`src/hdl/cotf_cfg.svh`:
```
// constants of the close-onto-fault guard: offsets, fields, resets, timing
// assumes a 50 MHz pclk and an APB master with 12-bit byte addresses
//
// Function
// - window arms only on arm input rising edge, held level never re-arms
// - any fault input during running window trips at once, no delay
// - window length equals release time, 0 to 1800 s, default 1 s
// - block input prevents window start; blocked edge gives no active, trip
// - separate blocked, active and trip outputs
// - forced state 0 normal 1 blocked 2 active 3 trip, only when enabled
// - read-only state code 0 normal 1 init 2 active 3 trip 4 blocked
// - ON and OFF events for init, block, active, trip, masked per event
// - each event carries time stamp and process values
// - circular log of last twelve entries, written on active ON
// - entry: time, event id, setting group, remaining and active time
// - release time chosen per setting group for later arming
// - decisions use binary inputs only, no analog values
`ifndef COTF_CFG_SVH
`define COTF_CFG_SVH

// timing
`define COTF_CLK_HZ 50000000
`define COTF_TICK_US 1000
`define COTF_REL_MAX_MS 21'h1B7740
`define COTF_REL_DEF_MS 21'h0003E8
`define COTF_LOG_DEPTH 12
`define COTF_NUM_SG 8

// register byte offsets
`define COTF_A_CTRL 12'h000
`define COTF_A_STATUS 12'h004
`define COTF_A_EVMASK 12'h008
`define COTF_A_TIME 12'h00C
`define COTF_A_REMAIN 12'h010
`define COTF_A_ELAPSED 12'h014
`define COTF_A_LOGSEL 12'h018
`define COTF_A_LOGTS 12'h01C
`define COTF_A_LOGINFO 12'h020
`define COTF_A_LOGREM 12'h024
`define COTF_A_LOGACT 12'h028
`define COTF_A_REL_BASE 12'h040
`define COTF_A_REL_LAST 12'h05C

// fields and reset values
`define COTF_CTRL_FEN 0
`define COTF_CTRL_FSEL 1
`define COTF_EVMASK_RST 8'hFF
`define COTF_EV_INIT 0
`define COTF_EV_BLOCK 1
`define COTF_EV_ACTIVE 2
`define COTF_EV_TRIP 3
`define COTF_LOGID_ACT_ON 4'h2

// state readout codes
`define COTF_CODE_NORMAL 3'h0
`define COTF_CODE_INIT 3'h1
`define COTF_CODE_ACTIVE 3'h2
`define COTF_CODE_TRIP 3'h3
`define COTF_CODE_BLOCKED 3'h4

// forced state codes
`define COTF_FRC_NORMAL 2'h0
`define COTF_FRC_BLOCKED 2'h1
`define COTF_FRC_ACTIVE 2'h2
`define COTF_FRC_TRIP 2'h3

`endif

```
`src/hdl/cotf_pkg.sv`:
```
// types shared by the close-onto-fault guard files
// assumes nothing beyond a SystemVerilog compiler
`default_nettype none
package cotf_pkg;
   typedef enum logic [4:0] {
      ST_NORMAL = 5'h01,
      ST_INIT = 5'h02,
      ST_ACTIVE = 5'h04,
      ST_TRIP = 5'h08,
      ST_BLOCKED = 5'h10
   } cotf_state_t;

   typedef logic [20:0] cotf_ms_t;

   // event strobes with the process values captured with them
   typedef struct packed {
      logic [7:0] hit;
      logic [31:0] stamp;
      logic [2:0] sg;
      cotf_ms_t remain;
      cotf_ms_t elapsed;
   } cotf_event_t;

   typedef struct packed {
      logic valid;
      logic [31:0] stamp;
      logic [3:0] id;
      logic [2:0] sg;
      cotf_ms_t remain;
      cotf_ms_t elapsed;
   } cotf_log_t;

   typedef struct packed {
      logic [1:0] fsel;
      logic force_en;
   } cotf_ctrl_t;
endpackage
`default_nettype wire

```
`src/hdl/cotf_win_timer.sv`:
```
// release window timer: millisecond prescaler and down counter
// assumes start and abort are single-cycle synchronous pulses or levels
`default_nettype none
module cotf_win_timer #(
   parameter int TICK_CYCLES = 50000,
   parameter int TW = 21
) (
   // clock and reset
   input wire logic pclk,
   input wire logic presetn,
   // control
   input wire logic start,
   input wire logic abort,
   input wire logic [TW-1:0] len,
   // status
   output logic running,
   output logic [TW-1:0] remain,
   output logic [TW-1:0] elapsed,
   output logic expire
);
   localparam int PW = $clog2(TICK_CYCLES + 1);
   logic [PW-1:0] pre_q, pre_d;
   logic [TW-1:0] rem_q, rem_d, ela_q, ela_d;
   logic run_q, run_d, exp_q, exp_d;

   // prescaler restarts with the window so its length is exact
   always_comb begin
      pre_d = pre_q;
      rem_d = rem_q;
      ela_d = ela_q;
      run_d = run_q;
      exp_d = 1'b0;
      if (abort) begin
         run_d = 1'b0;
      end else if (start) begin
         pre_d = '0;
         rem_d = len;
         ela_d = '0;
         run_d = (len != '0);
         exp_d = (len == '0);
      end else if (run_q) begin
         if (pre_q == PW'(TICK_CYCLES - 1)) begin
            pre_d = '0;
            rem_d = rem_q - TW'(1);
            ela_d = ela_q + TW'(1);
            if (rem_q == TW'(1)) begin
               run_d = 1'b0;
               exp_d = 1'b1;
            end
         end else begin
            pre_d = pre_q + PW'(1);
         end
      end
   end

   always_ff @(posedge pclk or negedge presetn) begin
      if (!presetn) begin
         pre_q <= '0;
         rem_q <= '0;
         ela_q <= '0;
         run_q <= 1'b0;
         exp_q <= 1'b0;
      end else begin
         pre_q <= pre_d;
         rem_q <= rem_d;
         ela_q <= ela_d;
         run_q <= run_d;
         exp_q <= exp_d;
      end
   end

   assign running = run_q;
   assign remain = rem_q;
   assign elapsed = ela_q;
   assign expire = exp_q;
endmodule // cotf_win_timer
`default_nettype wire

```
`src/hdl/cotf_log_mem.sv`:
```
// small log memory, one write port and a registered read port
// assumes indices below DEPTH; contents are not reset
`default_nettype none
module cotf_log_mem #(
   parameter int DEPTH = 12,
   parameter int W = 82
) (
   // clock
   input wire logic pclk,
   // write side
   input wire logic wr_en,
   input wire logic [$clog2(DEPTH)-1:0] wr_idx,
   input wire logic [W-1:0] wr_data,
   // read side
   input wire logic [$clog2(DEPTH)-1:0] rd_idx,
   output logic [W-1:0] rd_data
);
   logic [W-1:0] mem [DEPTH];
   logic [W-1:0] rd_q;

   // read data lags the index by one cycle
   always_ff @(posedge pclk) begin
      if (wr_en) begin
         mem[wr_idx] <= wr_data;
      end
      rd_q <= mem[rd_idx];
   end

   assign rd_data = rd_q;
endmodule // cotf_log_mem
`default_nettype wire

```
`src/hdl/cotf_guard.sv`:
```
// close-onto-fault guard: arming, trip, state, events, log, APB registers
// assumes all guard inputs are synchronous to pclk, APB from a single master
`include "cotf_cfg.svh"
`default_nettype none
module cotf_guard #(
   parameter int N_FUNC = 8,
   parameter int TICK_CYCLES = `COTF_CLK_HZ / 1000000 * `COTF_TICK_US,
   parameter int LOG_DEPTH = `COTF_LOG_DEPTH
) (
   // clock and reset
   input wire logic pclk,
   input wire logic presetn,
   // apb slave
   input wire logic psel,
   input wire logic penable,
   input wire logic pwrite,
   input wire logic [11:0] paddr,
   input wire logic [31:0] pwdata,
   output logic [31:0] prdata,
   output logic pready,
   output logic pslverr,
   // guard inputs
   input wire logic arm_input,
   input wire logic block_input,
   input wire logic [N_FUNC-1:0] fault_input,
   input wire logic [2:0] setting_group_in_use,
   // guard outputs
   output logic blocked_out,
   output logic active_out,
   output logic trip_out,
   output logic [2:0] guard_state_readout,
   output cotf_pkg::cotf_event_t guard_event_block
);
   localparam int LW = $clog2(LOG_DEPTH);
   localparam int EW = $bits(cotf_pkg::cotf_log_t);

   logic arm_q, arm_d;
   logic arm_rise, win_start, win_run, win_exp, any_fault, trip_raw;
   cotf_pkg::cotf_ms_t win_rem, win_ela;
   cotf_pkg::cotf_state_t st_q, st_d;
   cotf_pkg::cotf_ctrl_t ctl_q, ctl_d;
   logic [7:0] mask_q, mask_d;
   cotf_pkg::cotf_ms_t rel_q [`COTF_NUM_SG];
   cotf_pkg::cotf_ms_t rel_d [`COTF_NUM_SG];
   logic [31:0] time_q, time_d;
   logic [$clog2(TICK_CYCLES+1)-1:0] tp_q, tp_d;
   logic [3:0] cond, prev_q, prev_d;
   cotf_pkg::cotf_event_t evt_q, evt_d;
   logic [LW-1:0] wptr_q, wptr_d, sel_q, sel_d, rd_idx;
   logic [LW:0] cnt_q, cnt_d;
   logic [LW:0] idx_sum;
   logic log_wr;
   cotf_pkg::cotf_log_t log_new, log_rd;
   logic [EW-1:0] log_raw;
   logic wr_acc, rd_acc, hit_ok;
   logic [31:0] rdata;

   // arming edge; a held level never restarts the window
   assign arm_d = arm_input;
   assign arm_rise = arm_input & ~arm_q;
   assign win_start = arm_rise & ~block_input;
   // only binary levels feed the decisions
   assign any_fault = |fault_input;
   assign trip_raw = win_run & any_fault;

   // length taken from the group in use at the arming edge
   cotf_win_timer #(
      .TICK_CYCLES(TICK_CYCLES),
      .TW(21)
   ) u_timer (
      .pclk(pclk),
      .presetn(presetn),
      .start(win_start),
      .abort(block_input),
      .len(rel_q[setting_group_in_use]),
      .running(win_run),
      .remain(win_rem),
      .elapsed(win_ela),
      .expire(win_exp)
   );

   // state readout, blocked has priority over everything
   always_comb begin
      if (block_input) begin
         st_d = cotf_pkg::ST_BLOCKED;
      end else if (trip_raw) begin
         st_d = cotf_pkg::ST_TRIP;
      end else if (win_run) begin
         st_d = cotf_pkg::ST_ACTIVE;
      end else if (arm_input) begin
         st_d = cotf_pkg::ST_INIT;
      end else begin
         st_d = cotf_pkg::ST_NORMAL;
      end
   end

   // state encoding to software code
   always_comb begin
      case (st_q)
         cotf_pkg::ST_INIT: guard_state_readout = `COTF_CODE_INIT;
         cotf_pkg::ST_ACTIVE: guard_state_readout = `COTF_CODE_ACTIVE;
         cotf_pkg::ST_TRIP: guard_state_readout = `COTF_CODE_TRIP;
         cotf_pkg::ST_BLOCKED: guard_state_readout = `COTF_CODE_BLOCKED;
         default: guard_state_readout = `COTF_CODE_NORMAL;
      endcase
   end

   // outputs; trip is combinational so it follows the fault at once
   always_comb begin
      blocked_out = block_input;
      active_out = win_run;
      trip_out = trip_raw;
      if (ctl_q.force_en) begin
         blocked_out = (ctl_q.fsel == `COTF_FRC_BLOCKED);
         active_out = (ctl_q.fsel == `COTF_FRC_ACTIVE);
         trip_out = (ctl_q.fsel == `COTF_FRC_TRIP);
      end
   end

   // event edges from the visible conditions
   always_comb begin
      cond = '0;
      cond[`COTF_EV_INIT] = arm_input;
      cond[`COTF_EV_BLOCK] = blocked_out;
      cond[`COTF_EV_ACTIVE] = active_out;
      cond[`COTF_EV_TRIP] = trip_out;
      prev_d = cond;
      evt_d.hit = {~cond & prev_q, cond & ~prev_q} & mask_q;
      evt_d.stamp = time_q;
      evt_d.sg = setting_group_in_use;
      evt_d.remain = win_rem;
      evt_d.elapsed = win_ela;
   end

   // log written on active ON regardless of the event mask
   always_comb begin
      log_wr = cond[`COTF_EV_ACTIVE] & ~prev_q[`COTF_EV_ACTIVE];
      log_new.valid = 1'b1;
      log_new.stamp = time_q;
      log_new.id = `COTF_LOGID_ACT_ON;
      log_new.sg = setting_group_in_use;
      log_new.remain = win_rem;
      log_new.elapsed = win_ela;
      wptr_d = wptr_q;
      cnt_d = cnt_q;
      if (log_wr) begin
         // circular: oldest entry overwritten after twelve
         if (wptr_q == LW'(LOG_DEPTH - 1)) begin
            wptr_d = '0;
         end else begin
            wptr_d = wptr_q + LW'(1);
         end
         if (cnt_q != (LW+1)'(LOG_DEPTH)) begin
            cnt_d = cnt_q + (LW+1)'(1);
         end
      end
   end

   // selector 0 is the newest entry
   always_comb begin
      idx_sum = {1'b0, wptr_q} + (LW+1)'(LOG_DEPTH - 1) - {1'b0, sel_q};
      if (idx_sum >= (LW+1)'(LOG_DEPTH)) begin
         idx_sum = idx_sum - (LW+1)'(LOG_DEPTH);
      end
      rd_idx = idx_sum[LW-1:0];
   end

   cotf_log_mem #(
      .DEPTH(LOG_DEPTH),
      .W(EW)
   ) u_log (
      .pclk(pclk),
      .wr_en(log_wr),
      .wr_idx(wptr_q),
      .wr_data(log_new),
      .rd_idx(rd_idx),
      .rd_data(log_raw)
   );

   // entries never written read as zero
   assign log_rd = ({1'b0, sel_q} < cnt_q) ? log_raw : '0;

   // free-running millisecond stamp, software may preset it
   always_comb begin
      tp_d = tp_q + ($bits(tp_q))'(1);
      time_d = time_q;
      if (tp_q == ($bits(tp_q))'(TICK_CYCLES - 1)) begin
         tp_d = '0;
         time_d = time_q + 32'h0000_0001;
      end
      if (wr_acc && paddr == `COTF_A_TIME) begin
         tp_d = '0;
         time_d = pwdata;
      end
   end

   // apb decode; every access finishes in its first access cycle
   assign wr_acc = psel & penable & pwrite;
   assign rd_acc = psel & penable & ~pwrite;
   assign pready = 1'b1;
   assign pslverr = psel & penable & ~hit_ok;
   assign prdata = rd_acc ? rdata : 32'h0000_0000;

   always_comb begin
      hit_ok = 1'b1;
      rdata = 32'h0000_0000;
      if (paddr == `COTF_A_CTRL) begin
         rdata[2:0] = ctl_q;
      end else if (paddr == `COTF_A_STATUS) begin
         rdata[2:0] = guard_state_readout;
         rdata[5:3] = {trip_out, active_out, blocked_out};
         rdata[10:8] = setting_group_in_use;
      end else if (paddr == `COTF_A_EVMASK) begin
         rdata[7:0] = mask_q;
      end else if (paddr == `COTF_A_TIME) begin
         rdata = time_q;
      end else if (paddr == `COTF_A_REMAIN) begin
         rdata[20:0] = win_rem;
      end else if (paddr == `COTF_A_ELAPSED) begin
         rdata[20:0] = win_ela;
      end else if (paddr == `COTF_A_LOGSEL) begin
         rdata[LW-1:0] = sel_q;
         rdata[8+LW:8] = cnt_q;
      end else if (paddr == `COTF_A_LOGTS) begin
         rdata = log_rd.stamp;
      end else if (paddr == `COTF_A_LOGINFO) begin
         rdata[3:0] = log_rd.id;
         rdata[6:4] = log_rd.sg;
         rdata[31] = log_rd.valid;
      end else if (paddr == `COTF_A_LOGREM) begin
         rdata[20:0] = log_rd.remain;
      end else if (paddr == `COTF_A_LOGACT) begin
         rdata[20:0] = log_rd.elapsed;
      end else if (paddr >= `COTF_A_REL_BASE && paddr <= `COTF_A_REL_LAST
                   && paddr[1:0] == 2'h0) begin
         rdata[20:0] = rel_q[paddr[4:2]];
      end else begin
         hit_ok = 1'b0;
      end
   end

   // control, mask and log selector writes
   always_comb begin
      ctl_d = ctl_q;
      mask_d = mask_q;
      sel_d = sel_q;
      if (wr_acc && paddr == `COTF_A_CTRL) begin
         ctl_d = pwdata[2:0];
      end
      if (wr_acc && paddr == `COTF_A_EVMASK) begin
         mask_d = pwdata[7:0];
      end
      // out-of-range selector clamps to the oldest slot
      if (wr_acc && paddr == `COTF_A_LOGSEL) begin
         if (pwdata[31:0] < 32'(LOG_DEPTH)) begin
            sel_d = pwdata[LW-1:0];
         end else begin
            sel_d = LW'(LOG_DEPTH - 1);
         end
      end
   end

   // release time per setting group; writes above the range clamp
   for (genvar g = 0; g < `COTF_NUM_SG; g++) begin : g_rel
      always_comb begin
         rel_d[g] = rel_q[g];
         if (wr_acc && paddr == `COTF_A_REL_BASE + 12'(4 * g)) begin
            if (pwdata > 32'(`COTF_REL_MAX_MS)) begin
               rel_d[g] = `COTF_REL_MAX_MS;
            end else begin
               rel_d[g] = pwdata[20:0];
            end
         end
      end

      always_ff @(posedge pclk or negedge presetn) begin
         if (!presetn) begin
            rel_q[g] <= `COTF_REL_DEF_MS;
         end else begin
            rel_q[g] <= rel_d[g];
         end
      end
   end

   // all remaining state
   always_ff @(posedge pclk or negedge presetn) begin
      if (!presetn) begin
         arm_q <= 1'b0;
         st_q <= cotf_pkg::ST_NORMAL;
         ctl_q <= '0;
         mask_q <= `COTF_EVMASK_RST;
         time_q <= 32'h0000_0000;
         tp_q <= '0;
         prev_q <= 4'h0;
         evt_q <= '0;
         wptr_q <= '0;
         cnt_q <= '0;
         sel_q <= '0;
      end else begin
         arm_q <= arm_d;
         st_q <= st_d;
         ctl_q <= ctl_d;
         mask_q <= mask_d;
         time_q <= time_d;
         tp_q <= tp_d;
         prev_q <= prev_d;
         evt_q <= evt_d;
         wptr_q <= wptr_d;
         cnt_q <= cnt_d;
         sel_q <= sel_d;
      end
   end

   assign guard_event_block = evt_q;
endmodule // cotf_guard
`default_nettype wire

```
`config.mk`:
```
export PLATFORM = sky130hd
export DESIGN_NAME = cotf_guard
export DESIGN_NICKNAME = d
export VERILOG_FILES = /design/src/hdl/cotf_pkg.sv /design/src/hdl/cotf_win_timer.sv /design/src/hdl/cotf_log_mem.sv /design/src/hdl/cotf_guard.sv
export VERILOG_INCLUDE_DIRS = /design/src /design/src/hdl
export SDC_FILE = /design/constraint.sdc
export NUM_CORES = 2
export LEC_CHECK = 0
export ABC_AREA = 1
export BUFFER_PORTS_ARGS = -buffer_cell sky130_fd_sc_hd__buf_2
export CORE_MARGIN = 3
export CORE_UTILIZATION = 50
export DETAILED_ROUTE_END_ITERATION = 10
export GPL_TIMING_DRIVEN = 0
export PLACE_DENSITY = 0.66
export SKIP_CTS_REPAIR_TIMING = 1
export SLEW_MARGIN = 20
export SYNTH_ARGS = -nofsm -noshare
export SYNTH_HDL_FRONTEND = slang
export SYNTH_SLANG_ARGS = --single-unit
```
`constraint.sdc`:
```
create_clock -name pclk -period 13.6 [get_ports pclk]
set_input_delay 0.68 -clock pclk [delete_from_list [all_inputs] [get_ports pclk]]
set_output_delay 0.68 -clock pclk [all_outputs]
set_load 0.005 [all_outputs]
```
==> impl_summary.txt <==
----------------------------------------------------
[Clocking]
  Clock latency on the worst-skew pair ... 780 ps
  CTS Root Cell ... sky130_fd_sc_hd__clkbuf_16
  CTS HTree Levels ... 4
  Sinks on the clock net ... 1,394
  Clk slew on worst S/H paths ... 60 ps
  Max Buffers Root-to-Sink ... 3
  Total clock buffers created by CTS ... 146
  Clock tree from TritonCTS ... built

[STA]
  Setup repair after global routing missed its margin ... no
  Maximum operating frequency ... 219.0 MHz
  Headroom to the max-slew limit ... 21.99%
  Fraction of the cycle the final worst path needs ... 33.57%
  Setup violators final ... 0
  Worst Clk Skew ... 33.51 ps
  Tmin final ... 4566 ps
  Final Hold Viols ... 0
  Count of pins over their slew limit ... 0
  Transition at the pin with the smallest max-transition slack ... 1170 ps
  Summed negative setup slack over all endpoints ... 0 ps

[Global route]
  Busiest layer in global routing ... met2
  Met3 capacity usage during global routing ... 6.957%
  Pin count of the biggest net entering global routing ... 89
  Total track usage ... 33.13%
  Met2 usage ... 51.25%
  Number of antenna violations at the first check in global routing ... 6
  Grt total ovfl ... 0
  Wire length of the first global-routing pass ... 294,300 um
  Vias in the first global route ... 43,700
  Global-route track usage on met1 ... 44.19%

[Pwr]
  Max IR drop VDD ... 0.1385 mV
  P per Cell Area ... 191.1 mW/mm2
  P_leak ... 25.59 nW

[Worst setup path]
  Nature of the critical path endpoint ... output pin
  Slack of the worst reg-to-reg path ... 9160 ps
  Reg-to-reg startpoint ... sel_q[1]$_DFFE_PN0P_
  Top cell family by delay on the critical path ... compound AO/OA/AOI/OAI gates
  CP cell instances ... buf_4, nor2_8, inv_2, clkbuf_1, o21ai_0, o21ai_0, nand2_1, nand3_1, nor2_1, o21ai_1, o211ai_1, a21oi_1, buf_2
  CP Data Required Time ... 12,920 ps
  Worst path bufs/invs ... 4
  Cell with the largest stage delay on the worst path ... sky130_fd_sc_hd__clkbuf_1
  Count of cells along the worst register-to-register path ... 16
  Most used cell along the critical path ... sky130_fd_sc_hd__o21ai_0
  Reg-to-reg endpoint ... u_log.rd_data[66]$_DFF_P_
  Worst endpoint data arrival time ... 3890 ps
  Longest individual stage delay on the worst path ... 640 ps
  Critical path type ... input port to output pin
  Critical Path Fanout Max ... 10
  Setup crit start kind ... input port

[Synthesis]
  Mean area per synthesized cell ... 10.67 um2
  Sequential-to-total area share from yosys stat ... 66.64%
  EDFF count, synth ... 924
  Post-synthesis register bit count ... 1,394
  Post-synth top area cell ... sky130_fd_sc_hd__edfxtp_1
  Synth area leaders ... sky130_fd_sc_hd__edfxtp_1 47%, sky130_fd_sc_hd__dfrtp_1 14%, sky130_fd_sc_hd__o21ai_0 6.2%
  Asr flop ratio synth ... 28.19%
  Total nets after synthesis ... 5,598
  Post-synth design cell area ... 0.05882 mm2
  Synth Warn # ... 0
  Dominant register cell in the synthesized netlist ... sky130_fd_sc_hd__edfxtp_1
  Post-synth top area share ... 47.18%
  Gate Count Post-Synth ... 5,512
  Number of unique standard cell types used by synthesis ... 70

[Cells and area]
  Area delta synth->final ... 14.98%
  Most frequent cells in the layout ... 946 x sky130_fd_sc_hd__nand2_1, 924 x sky130_fd_sc_hd__edfxtp_1, 749 x sky130_fd_sc_hd__nor2_1, 729 x sky130_fd_sc_hd__o21ai_0, 336 x sky130_fd_sc_hd__dfrtp_1
  Layout Nets ... 6,041
  Fraction of final layout cells sized beyond drive strength 1 ... 12.72%
  Footprint of the flip-flops and latches ... 0.03919 mm2
  Number of fill cells ... 9,720
  Multi-input gate area ... 0.01719 mm2
  Final core utilization ... 58.04%
  Most frequent standard cell in the layout excluding fill and tap cells ... sky130_fd_sc_hd__nand2_1
  Final cell area excluding filler cells ... 0.06762 mm2

[Hold path]
  Hold-critical path endpoint ... prev_q[0]$_DFF_PN0_
  Type of the tightest min-delay check ... input port to flip-flop
  Worst Hold Depth ... 1
  Min-delay src ... arm_input

[Routing]
  Vias ... 46,660
  Antenna-violating nets left ... 0
  Count of unresolved DRC violations after routing ... 0
  Average detailed-routed wire length per instance ... 27.01 um
  Drt initial violations ... 6,289
  Average via count per standard cell ... 6.134
  Drt total wl ... 205,400 um
  Detailed-router iteration count before antenna repair ... 7

[Flow run]
  Max Cap Violations ... 0

[Die]
  Height of the die ... 349.0 um
  Effective utilization at floorplan ... 50.48%
  Area of the core region ... 0.1165 mm2
  Top-level port count ... 187
  Rows ... 125
  Horizontal die dimension ... 349.0 um
  Die Footprint ... 0.1218 mm2

[Run status]
  Result of the run ... finished, final reports clean

[Place]
  Area after DPL ... 0.06291 mm2
  Final weighted congestion in routability-driven placement ... 1.007
  Port-buffer cells ... 183
  Sum of net half-perimeters after detailed placement ... 143,900 um

----------------------------------------------------
[worst register-to-register path: stages, from the launching register on]
cell                        delay, ps
sky130_fd_sc_hd__dfrtp_1          380
sky130_fd_sc_hd__inv_1            130
sky130_fd_sc_hd__ha_1             260
sky130_fd_sc_hd__ha_1             250
sky130_fd_sc_hd__fa_1             400
sky130_fd_sc_hd__xnor2_1          390
sky130_fd_sc_hd__inv_1             90
sky130_fd_sc_hd__ha_1             190
sky130_fd_sc_hd__nand3_1          130
sky130_fd_sc_hd__o2111ai_4        170
sky130_fd_sc_hd__nand2_1          110
sky130_fd_sc_hd__nand2_2          270
sky130_fd_sc_hd__inv_2            390
sky130_fd_sc_hd__buf_6            240
sky130_fd_sc_hd__buf_2            240
sky130_fd_sc_hd__nand2_1          120
sky130_fd_sc_hd__a31oi_1          510
[synth_stat cells, drive strengths merged, types with 5 or more instances]
master   number
nand2       961
edfxtp      924
o21ai       791
nor2        777
dfrtp       336
o22ai       309
inv         297
clkbuf      233
a21oi       120
nand3       109
a31oi        84
buf          83
dfxtp        77
nor3         69
dfstp        57
nand4        50
xor2         44
nor4         28
o211ai       25
ha           23
o221ai       19
or2          13
o31ai        11
a221oi        9
mux2i         8
nor3b         8
o2111ai       6
xnor2         6
a211oi        5
[cells by family after synthesis]
kind of cell	share of synthesized area [%]
other	0.006376
XOR/XNOR	0.7446
multiplexers	0.1362
adder cells (fa/ha/maj)	0.5233
buffers and inverters	4.257
AND/OR/NAND/NOR	14.37
AO/OA/AOI/OAI	13.33
flip-flops	66.64
[through the flow]
stage / setup WS [ps] / hold slack, ps / std cells / total power [mW]
floorplan: 6667 / 384.4 / 5512 / 7.290
global placement: 952.5 / 408.5 / 7219 / 8.905
detailed placement: 9252 / 410.9 / 7330 / 8.958
CTS: 9216 / -94.71 / 7601 / 12.87
global route: 8968 / 89.12 / 7603 / 13.37
finish: 9034 / 119.9 / 7606 / 12.92
[area by class of cell]
cell class	instances	area share, %
Inverter	298	1.676
Clock buffer	207	6.135
Antenna cell	4	0.01480
Buffer	316	2.043
Multi-Input combinational cell	3504	25.41
Clock inverter	64	0.8141
Timing Repair Buffer	295	3.127
Sequential cell	1394	57.96
Tap cell	1524	2.820
[worst max path at each step]
stage | start | cells past startpoint | endpoint
2_1_floorplan | ctl_q[0]$_DFFE_PN0P_ | 4 | u_log.mem[10][0]$_DFFE_PP_
4_1_cts | cnt_q[2]$_DFFE_PN0P_ | 16 | prdata[2]
6_report | paddr[2] | 13 | prdata[2]
3_5_place_dp | sel_q[1]$_DFFE_PN0P_ | 16 | u_log.rd_data[66]$_DFF_P_
5_1_grt | cnt_q[2]$_DFFE_PN0P_ | 15 | prdata[11]
3_3_place_gp | ctl_q[0]$_DFFE_PN0P_ | 5 | u_log.mem[4][24]$_DFFE_PP_
[metal layers]
metal | wire [um] | up-vias | part of all wire, %
li1 | - | 20320 | -
met1 | 77770 | 22780 | 38
met2 | 92850 | 2931 | 45
met3 | 21960 | 617 | 11
met4 | 12820 | 4 | 6.2
met5 | 27 | - | 0.013
[registers in the layout, summed over array words and instances, names as in the netlist, 8 cells and up]
signal,cells
u_log.rd_data,77
u_log.mem,924
rel_q,168
time_q,32
u_timer.remain,21
u_timer.elapsed,21
u_timer.pre_q,16
tp_q,16
mask_q,8
guard_event_block,85
[power by group]
part           internal [mW]  switching (mW)  total (mW)
clock                   2.25            1.69        3.94
sequential              4.97           0.328        5.30
combinational          0.990            2.70        3.69
Note: power is estimated with default switching activity, not from simulation.
